**src/core/alert_pkg.sv**
```systemverilog
// Constants and carrier types for the limit, flag and alert logic.
// Assumes a single 200 MHz clock and results delivered already converted.
package alert_pkg;

    // ********************************************************************
    // Register addresses and widths
    // ********************************************************************
    localparam int          ADDR_W              = 6;
    localparam int          DATA_W              = 16;
    localparam logic [5:0]  DIAG_ADDR           = 6'h0B;
    localparam logic [5:0]  SHUNT_OVER_ADDR     = 6'h0C;

    // ********************************************************************
    // Reset values
    // ********************************************************************
    localparam logic [15:0] DIAG_RESET          = 16'h0001;
    localparam logic [15:0] SHUNT_OVER_RESET    = 16'h7FFF;

    // ********************************************************************
    // Diagnostic register field positions
    // ********************************************************************
    localparam int          LATCH_BIT           = 15;
    localparam int          READY_ALERT_BIT     = 14;
    localparam int          AVG_ALERT_BIT       = 13;
    localparam int          POLARITY_BIT        = 12;
    localparam int          OVERFLOW_BIT        = 9;
    localparam int          LIMIT_LSB           = 2;
    localparam int          LIMIT_MSB           = 7;
    localparam int          READY_BIT           = 1;
    localparam int          CHECKSUM_BIT        = 0;
    localparam int          NUM_LIMITS          = 6;

    // ********************************************************************
    // Limit vector order, bit 0 lowest register bit
    // ********************************************************************
    localparam int          LIM_POWER_OVER      = 0;
    localparam int          LIM_BUS_UNDER       = 1;
    localparam int          LIM_BUS_OVER        = 2;
    localparam int          LIM_SHUNT_UNDER     = 3;
    localparam int          LIM_SHUNT_OVER      = 4;
    localparam int          LIM_TEMP_OVER       = 5;

    // ********************************************************************
    // Power limit scaling: limit LSB is 256 power LSBs
    // ********************************************************************
    localparam int          POWER_LIMIT_SHIFT   = 8;

    typedef struct packed {
        logic [5:0]  addr;
        logic        wr;
        logic        rd;
        logic [15:0] wdata;
    } reg_req_t;

    typedef struct packed {
        logic signed [11:0] temp;
        logic signed [15:0] shunt;
        logic        [15:0] bus;
        logic        [23:0] power;
    } results_t;

    typedef struct packed {
        logic signed [11:0] temp_limit;
        logic signed [15:0] shunt_under;
        logic        [14:0] bus_over;
        logic        [14:0] bus_under;
        logic        [15:0] power_limit;
    } limits_t;

endpackage : alert_pkg

```
**src/core/limit_alert_flag_logic.sv**
```systemverilog
// Limit comparison, diagnostic flags and alert pin drive of a power monitor.
// Assumes a register port from the serial interface with one-cycle strobes,
// and result strobes from the converter and averager in the same clock domain.
//
// Function
// - Averaged-alert bit picks averaged or raw results
// - Polarity bit selects active-low or active-high alert
// - Reserved diagnostic bits read zero
// - Arithmetic overflow sets overflow flag
// - Overflow flag cleared only by new conversion
// - Temperature above limit sets its flag
// - Shunt above over threshold sets its flag
// - Shunt below under threshold sets its flag
// - Bus above over limit sets its flag
// - Bus below under limit sets its flag
// - Power above power limit sets its flag
// - Latch mode holds limit flags until read
// - Completed conversion sets ready flag
// - Latched ready cleared by read or start
// - Checksum status resets one, zero on error
// - Shunt threshold signed 16 bit, range-scaled
// - Shunt threshold at address C, reset 7FFF
// - Signed compare; negative threshold trips at zero
// - Latch bit selects transparent or latched flags
// - Ready-on-alert bit routes ready flag to alert
module limit_alert_flag_logic
    import alert_pkg::*;
(
    // Clock and reset
    input  wire logic                   clk,
    input  wire logic                   reset,
    // Register port
    input  alert_pkg::reg_req_t         reg_req,
    output logic [15:0]                 reg_rdata,
    // Result port
    input  wire logic                   raw_valid,
    input  wire logic                   avg_valid,
    input  alert_pkg::results_t         results,
    input  alert_pkg::limits_t          limits,
    // Conversion events
    input  wire logic                   conv_start,
    input  wire logic                   math_overflow_event,
    input  wire logic                   checksum_error,
    // Alert pin
    output logic                        alert_out,
    output logic                        alert_oe,
    output logic                        alert_active
);

    // ********************************************************************
    // Declarations
    // ********************************************************************
    logic                       latch_q;
    logic                       ready_alert_q;
    logic                       avg_alert_q;
    logic                       polarity_q;

    logic signed [15:0]         shunt_over_q;
    logic [NUM_LIMITS-1:0]      limit_flag_q;
    logic [NUM_LIMITS-1:0]      limit_flag_d;
    logic                       overflow_q;
    logic                       ready_q;
    logic                       checksum_ok_q;
    logic [15:0]                rdata_q;
    logic                       alert_q;
    logic                       alert_oe_q;
    logic                       alert_out_q;

    logic [NUM_LIMITS-1:0]      violation;
    logic                       sample;
    logic                       diag_read;
    logic                       diag_write;
    logic                       shunt_write;
    logic                       flag_clear;
    logic                       alert_d;
    logic [15:0]                diag_value;
    logic [15:0]                rdata_d;
    logic                       ready_d;
    logic                       ready_clear;
    logic [1:0]                 alert_src;
    logic                       diag_hit;
    logic                       shunt_hit;
    logic                       raw_sample;
    logic                       avg_sample;
    logic                       overflow_set;
    logic                       overflow_clear;

    // ********************************************************************
    // Register decode
    // ********************************************************************
    assign diag_hit    = (reg_req.addr == DIAG_ADDR);
    assign shunt_hit   = (reg_req.addr == SHUNT_OVER_ADDR);
    assign diag_read   = reg_req.rd && diag_hit;
    assign diag_write  = reg_req.wr && diag_hit;
    assign shunt_write = reg_req.wr && shunt_hit;
    assign flag_clear  = diag_read && latch_q;

    // ********************************************************************
    // Configuration bits
    // ********************************************************************
    always_ff @(posedge clk or posedge reset) begin
        if (reset) begin
            latch_q <= DIAG_RESET[LATCH_BIT];
        end else if (diag_write) begin
            latch_q <= reg_req.wdata[LATCH_BIT];
        end
    end

    always_ff @(posedge clk or posedge reset) begin
        if (reset) begin
            ready_alert_q <= DIAG_RESET[READY_ALERT_BIT];
        end else if (diag_write) begin
            ready_alert_q <= reg_req.wdata[READY_ALERT_BIT];
        end
    end

    always_ff @(posedge clk or posedge reset) begin
        if (reset) begin
            avg_alert_q <= DIAG_RESET[AVG_ALERT_BIT];
        end else if (diag_write) begin
            avg_alert_q <= reg_req.wdata[AVG_ALERT_BIT];
        end
    end

    always_ff @(posedge clk or posedge reset) begin
        if (reset) begin
            polarity_q <= DIAG_RESET[POLARITY_BIT];
        end else if (diag_write) begin
            polarity_q <= reg_req.wdata[POLARITY_BIT];
        end
    end

    // ********************************************************************
    // Shunt over-limit threshold
    // ********************************************************************
    always_ff @(posedge clk or posedge reset) begin
        if (reset) begin
            shunt_over_q <= SHUNT_OVER_RESET;
        end else if (shunt_write) begin
            shunt_over_q <= reg_req.wdata;
        end
    end

    // ********************************************************************
    // Limit comparison
    // ********************************************************************
    assign raw_sample = raw_valid && !avg_alert_q;
    assign avg_sample = avg_valid && avg_alert_q;
    assign sample     = raw_sample || avg_sample;

    limit_compare i_limit_compare (
        .results    (results),
        .limits     (limits),
        .shunt_over (shunt_over_q),
        .violation  (violation)
    );

    // ********************************************************************
    // Limit flags
    // ********************************************************************
    generate
        for (genvar i = 0; i < NUM_LIMITS; i++) begin : g_limit
            always_comb begin
                limit_flag_d[i] = flag_clear ? 1'b0 : limit_flag_q[i];
                if (sample) begin
                    if (latch_q) begin
                        limit_flag_d[i] = limit_flag_d[i] | violation[i];
                    end else begin
                        limit_flag_d[i] = violation[i];
                    end
                end
            end
        end
    endgenerate

    always_ff @(posedge clk or posedge reset) begin
        if (reset) begin
            limit_flag_q <= DIAG_RESET[LIMIT_MSB:LIMIT_LSB];
        end else begin
            limit_flag_q <= limit_flag_d;
        end
    end

    // ********************************************************************
    // Arithmetic overflow flag
    // ********************************************************************
    assign overflow_set   = math_overflow_event;
    assign overflow_clear = conv_start;

    always_ff @(posedge clk or posedge reset) begin
        if (reset) begin
            overflow_q <= DIAG_RESET[OVERFLOW_BIT];
        end else if (overflow_set) begin
            overflow_q <= 1'b1;
        end else if (overflow_clear) begin
            overflow_q <= 1'b0;
        end
    end

    // ********************************************************************
    // Conversion ready flag
    // ********************************************************************
    assign ready_clear = conv_start || flag_clear;

    always_comb begin
        ready_d = ready_q;
        if (avg_valid) begin
            ready_d = 1'b1;
        end else if (ready_clear) begin
            ready_d = 1'b0;
        end
    end

    always_ff @(posedge clk or posedge reset) begin
        if (reset) begin
            ready_q <= DIAG_RESET[READY_BIT];
        end else begin
            ready_q <= ready_d;
        end
    end

    // ********************************************************************
    // Trim checksum status
    // ********************************************************************
    always_ff @(posedge clk or posedge reset) begin
        if (reset) begin
            checksum_ok_q <= DIAG_RESET[CHECKSUM_BIT];
        end else if (checksum_error) begin
            checksum_ok_q <= 1'b0;
        end
    end

    // ********************************************************************
    // Read data
    // ********************************************************************
    always_comb begin
        diag_value                      = 16'h0000;
        diag_value[LATCH_BIT]           = latch_q;
        diag_value[READY_ALERT_BIT]     = ready_alert_q;
        diag_value[AVG_ALERT_BIT]       = avg_alert_q;
        diag_value[POLARITY_BIT]        = polarity_q;
        diag_value[OVERFLOW_BIT]        = overflow_q;
        diag_value[LIMIT_MSB:LIMIT_LSB] = limit_flag_q;
        diag_value[READY_BIT]           = ready_q;
        diag_value[CHECKSUM_BIT]        = checksum_ok_q;
    end

    always_comb begin
        unique case (reg_req.addr)
            DIAG_ADDR:       rdata_d = diag_value;
            SHUNT_OVER_ADDR: rdata_d = shunt_over_q;
            default:         rdata_d = 16'h0000;
        endcase
    end

    always_ff @(posedge clk or posedge reset) begin
        if (reset) begin
            rdata_q <= 16'h0000;
        end else if (reg_req.rd) begin
            rdata_q <= rdata_d;
        end
    end

    // ********************************************************************
    // Alert pin
    // ********************************************************************
    assign alert_src[0] = |limit_flag_d;
    assign alert_src[1] = ready_alert_q && ready_d;
    assign alert_d      = |alert_src;

    always_ff @(posedge clk or posedge reset) begin
        if (reset) begin
            alert_q <= 1'b0;
        end else begin
            alert_q <= alert_d;
        end
    end

    always_ff @(posedge clk or posedge reset) begin
        if (reset) begin
            alert_oe_q <= 1'b0;
        end else begin
            alert_oe_q <= alert_d ^ polarity_q;
        end
    end

    always_ff @(posedge clk or posedge reset) begin
        if (reset) begin
            alert_out_q <= 1'b0;
        end else begin
            alert_out_q <= 1'b0;
        end
    end

    // ********************************************************************
    // Outputs
    // ********************************************************************
    assign reg_rdata    = rdata_q;
    assign alert_out    = alert_out_q;
    assign alert_oe     = alert_oe_q;
    assign alert_active = alert_q;

endmodule : limit_alert_flag_logic

```
**src/core/limit_compare.sv**
```systemverilog
// Combinational comparison of one result set against all limits.
// Assumes results and limits are stable while the sample strobe is high.
module limit_compare
    import alert_pkg::*;
(
    input  alert_pkg::results_t         results,
    input  alert_pkg::limits_t          limits,
    input  wire logic signed [15:0]     shunt_over,
    output logic [alert_pkg::NUM_LIMITS-1:0] violation
);

    // ********************************************************************
    // Comparators
    // ********************************************************************
    logic [15:0] power_scaled;

    assign power_scaled = results.power[23:POWER_LIMIT_SHIFT];

    assign violation[LIM_TEMP_OVER]   = results.temp > limits.temp_limit;
    assign violation[LIM_SHUNT_OVER]  = results.shunt > shunt_over;
    assign violation[LIM_SHUNT_UNDER] = results.shunt < limits.shunt_under;
    assign violation[LIM_BUS_OVER]    = results.bus > {1'b0, limits.bus_over};
    assign violation[LIM_BUS_UNDER]   = results.bus < {1'b0, limits.bus_under};
    assign violation[LIM_POWER_OVER]  = power_scaled > limits.power_limit;

endmodule : limit_compare

```
**config.mk**
```make
export PLATFORM = sky130hd
export DESIGN_NAME = limit_alert_flag_logic
export DESIGN_NICKNAME = d
export VERILOG_FILES = /design/src/core/alert_pkg.sv /design/src/core/limit_alert_flag_logic.sv /design/src/core/limit_compare.sv
export SDC_FILE = /design/constraint.sdc
export NUM_CORES = 1
export LEC_CHECK = 0
export BUFFER_PORTS_ARGS = -buffer_cell sky130_fd_sc_hd__buf_2
export CAP_MARGIN = 5
export CORE_ASPECT_RATIO = 1.4
export CORE_MARGIN = 2
export CORE_UTILIZATION = 45
export CTS_BUF_LIST = sky130_fd_sc_hd__clkbuf_16
export CTS_CLUSTER_SIZE = 24
export DETAILED_ROUTE_END_ITERATION = 7
export GPL_TIMING_DRIVEN = 1
export PLACE_DENSITY_LB_ADDON = 0.12
export SLEW_MARGIN = 15
export SYNTH_ARGS = -nofsm -noshare
export SYNTH_HDL_FRONTEND = slang
export SYNTH_SLANG_ARGS = --single-unit
```
**constraint.sdc**
```tcl
create_clock -name clk -period 3.16 [get_ports clk]
set_clock_uncertainty 0.15 [all_clocks]
set_input_delay 0.158 -clock clk [delete_from_list [all_inputs] [get_ports clk]]
set_output_delay 0.158 -clock clk [all_outputs]
set_load 0.02 [all_outputs]
```
==> results_dict.tcl <==
set metrics [dict create \
    insertion_delay_ns 0.29 \
    max_slew_headroom_pct 36.14 \
    busiest_layer "met2" \
    floorplan.die.width_microns 86.02 \
    row_count 41 \
    cts-root-to-sink-buffers 2 \
    port_buffers 182 \
    synthesis.area_sq_um 4238 \
    diodes 0 \
    fp.dieArea_sq_um 10220 \
    cp_slowest_cell "dfstp_2" \
    power_density_nw_per_um2 329.2 \
    netlist-cell-type-count 53 \
    grt_remaining_overflow 0 \
    mostFrequentLayoutCells "182 x buf_2, 99 x inv_1, 88 x ha_1" \
    cellLeakagePower_nw 3.085 \
    hold_viol 0 \
    final_setup_viols 0 \
    post_synth.cell_area_avg_sq_um 8.792 \
    worstMarginPinSlew_ns 0.9565 \
    postSynthNetCount 743 \
    maxClockFrequency_mhz 380.3 \
    worst_setup_hold_path_clk_slew_ns 0.07 \
    first_global_vias 4139 \
    crit_path_max_fanout 3 \
    required_ns 3.18 \
    grt_max_degree 48 \
    final_common_cell "buf_2" \
    setup_repair_after_global_routing_missed_its_margin "false" \
    cp_cell_sequence "inv_1 > ha_1 > nand3_1 > or4_1 > o21ai_0 > a31oi_1 > a2111oi_2 > nand4b_1 > xor2_1" \
    h-tree-depth 2 \
    ys_top_cells_by_area "ha_1 26%, dfrtp_1 18%, dfstp_2 9.9%" \
    routed_wl_microns 11220 \
    layout_fillers 816 \
    via_per_inst 5.204 \
    drtPass1Iterations 4 \
    cts_tree "done" \
    cts-buffers-inserted 5 \
    synthToLayoutAreaGrowth_pct 31.98 \
    place_hpwl_microns 9233 \
    synth.yosys.seq_area_share_pct 28.23 \
    worstSetupEndpointType "flip-flop" \
    synth_top_flop_cell "dfrtp_1" \
    initial_antenna_violation_count 0 \
    track_usage_pct 21.55 \
    detail_route.iter0.violations 114 \
    proportion_of_layout_cells_with_a_drive_suffix_above_1_pct 34.50 \
    clk_sink_count 47 \
    overall_via_count_from_detail_route 4116 \
    final_min_period_over_clock_period_pct 83.21 \
    design.final.nets 944 \
    max-cap-violations 0 \
    initial_utilization_pct 46.67 \
    ys.warnings.count 0 \
    synth_edf_count 0 \
    yosysTopAreaCell "ha_1" \
    totalNegativeSetupSlack_ns 0 \
    grt_util_met1_pct 21.66 \
    worst-endpoint-arrival_ns 2.65 \
    met3_usage_pct 2.010 \
    slowest_delay_ns 0.54 \
    design.core.area_sq_um 9080 \
    route.detailed.wl_per_inst_microns 14.18 \
    layout.area.seq_sq_um 1196 \
    start_kind "flip-flop" \
    dieHeight_microns 118.8 \
    slew_violations 0 \
    synth_async_sr_flop_share_pct 100.0 \
    antenna_left 0 \
    status "finished clean" \
    post-route-min-period_ns 2.629 \
    critPathBufInv 1 \
    holdCritPathClass "input pin to flip-flop" \
    global_route_wire_length_before_repair_microns 17700 \
    drc_errors 0 \
    setup.worst_path.class "flip-flop to flip-flop" \
    ios 192 \
    syn-instance-count 482 \
    critPathTopFamily "simple AND/OR/NAND/NOR gates" \
    use_met2_pct 44.96 \
    multi_input_area_sq_um 2616 \
    ctsRootBufferMaster "clkbuf_16" \
    layout.core_utilization_pct 61.60 \
    peakVddDrop_v 0.0003604 \
    placer_congestion_estimate 0.8322 \
    post-synth-top-area-fraction_pct 25.98 \
    ys_ff_latch 47 \
]
## final timing paths
path                            slack (ns)  cells past startpoint                       end                          from
worst max-delay path                  0.53                      9        alert_oe$_DFF_PP0_  shunt_over_q[11]$_DFFE_PP1P_
worst min-delay path                  0.03                      3    overflow_q$_DFFE_PP0P_                    conv_start
worst max register to register        0.53                      9        alert_oe$_DFF_PP0_  shunt_over_q[11]$_DFFE_PP1P_
worst min register to register        0.33                      1    overflow_q$_DFFE_PP0P_        overflow_q$_DFFE_PP0P_
max in group asynchronous             1.77                      3  reg_rdata[2]$_DFFE_PP0P_                         reset
min in group asynchronous             0.49                      3  reg_rdata[3]$_DFFE_PP0P_                         reset
## cell usage after synthesis, types with 2 or more instances
| cell | n |
|---|---|
| a211o_1 | 3 |
| and3_1 | 3 |
| a211oi_1 | 5 |
| or4_1 | 2 |
| nor3_1 | 2 |
| nand2b_1 | 4 |
| nand3b_1 | 2 |
| nand3_1 | 12 |
| a21o_1 | 9 |
| nor2b_1 | 6 |
| a21oi_1 | 43 |
| a31oi_1 | 6 |
| o211ai_1 | 2 |
| nand4b_1 | 2 |
| inv_1 | 99 |
| or2_2 | 2 |
| dfrtp_1 | 31 |
| o21a_1 | 3 |
| nor2_1 | 21 |
| a22oi_1 | 13 |
| clkbuf_1 | 8 |
| dfstp_2 | 16 |
| nand2_1 | 21 |
| o21ai_0 | 17 |
| and4_1 | 2 |
| a2111oi_0 | 3 |
| nor4_1 | 2 |
| mux2_2 | 20 |
| nand4_1 | 12 |
| ha_1 | 88 |
## kinds of logic (layout without fill, tap and decap cells)
family | after synthesis | after routing | share of synthesized area [%]
other cells | 1 | 1 | 0.08849
mux | 21 | 21 | 5.639
compound gates | 115 | 115 | 17.39
fa+ha+maj | 88 | 88 | 25.98
buf+inv | 110 | 312 | 10.04
simple gates | 99 | 99 | 12.43
xor+xnor | 1 | 1 | 0.2067
flops | 47 | 47 | 28.23
## routing by layer
metal	wire, microns	part of all wire, %
met3	595	5.3
met1	4112	37
met5	0	0
met4	123	1.1
met2	6389	57
## stage by stage
stage	cell area [sq um]	power (W)	worst slack [ns]	std cells	hold slack (ns)
final	5593	0.001841	0.5305	791	0.02899
after global routing	5593	0.001959	0.2661	791	0.05555
after CTS	5593	0.001849	0.5303	791	0.03156
after detailed placement	5251	0.001323	0.5429	763	0.1372
after global placement	5251	0.001298	0.5609	763	0.1353
after floorplan	4238	0.001093	0.7164	482	0.03981
## state kept, by name, summed over array words and instances, names as in the netlist
signal / count
reg_rdata: 16
shunt_over_q: 16
limit_flag_q: 6
alert_active: 1
alert_oe: 1
avg_alert_q: 1
checksum_ok_q: 1
latch_q: 1
overflow_q: 1
polarity_q: 1
ready_alert_q: 1
ready_q: 1
## power by group
group	total, W	internal [W]	switching, W
Sequential	0.000740	0.000687	0.0000530
Clock	0.000512	0.000289	0.000223
Combinational	0.000589	0.000294	0.000296
## layout make-up
class	instances	share of cell area, %
Sequential cell	47	21.39
Tap cell	107	2.394
Multi-Input combinational cell	325	46.78
Clock buffer	5	2.237
Timing Repair Buffer	205	20.27
Clock inverter	3	0.2908
Inverter	99	6.644
## what timing repair did
| action | 4_1_cts | 5_1_grt |
|---|---|---|
| hold buffers | 20 | 0 |
| buffers inserted | 0 | 0 |
| setup endpoints to repair | 0 | 0 |
| resized for setup | 0 | 0 |
| endpoints found under the hold margin | 54 | 0 |
## tightest hold or removal path: cells and delay by family
family | cells | cell delay [ns]
buf+inv | 2 | 0.16
compound gates | 1 | 0.11
(Power assumes the default switching activity.)
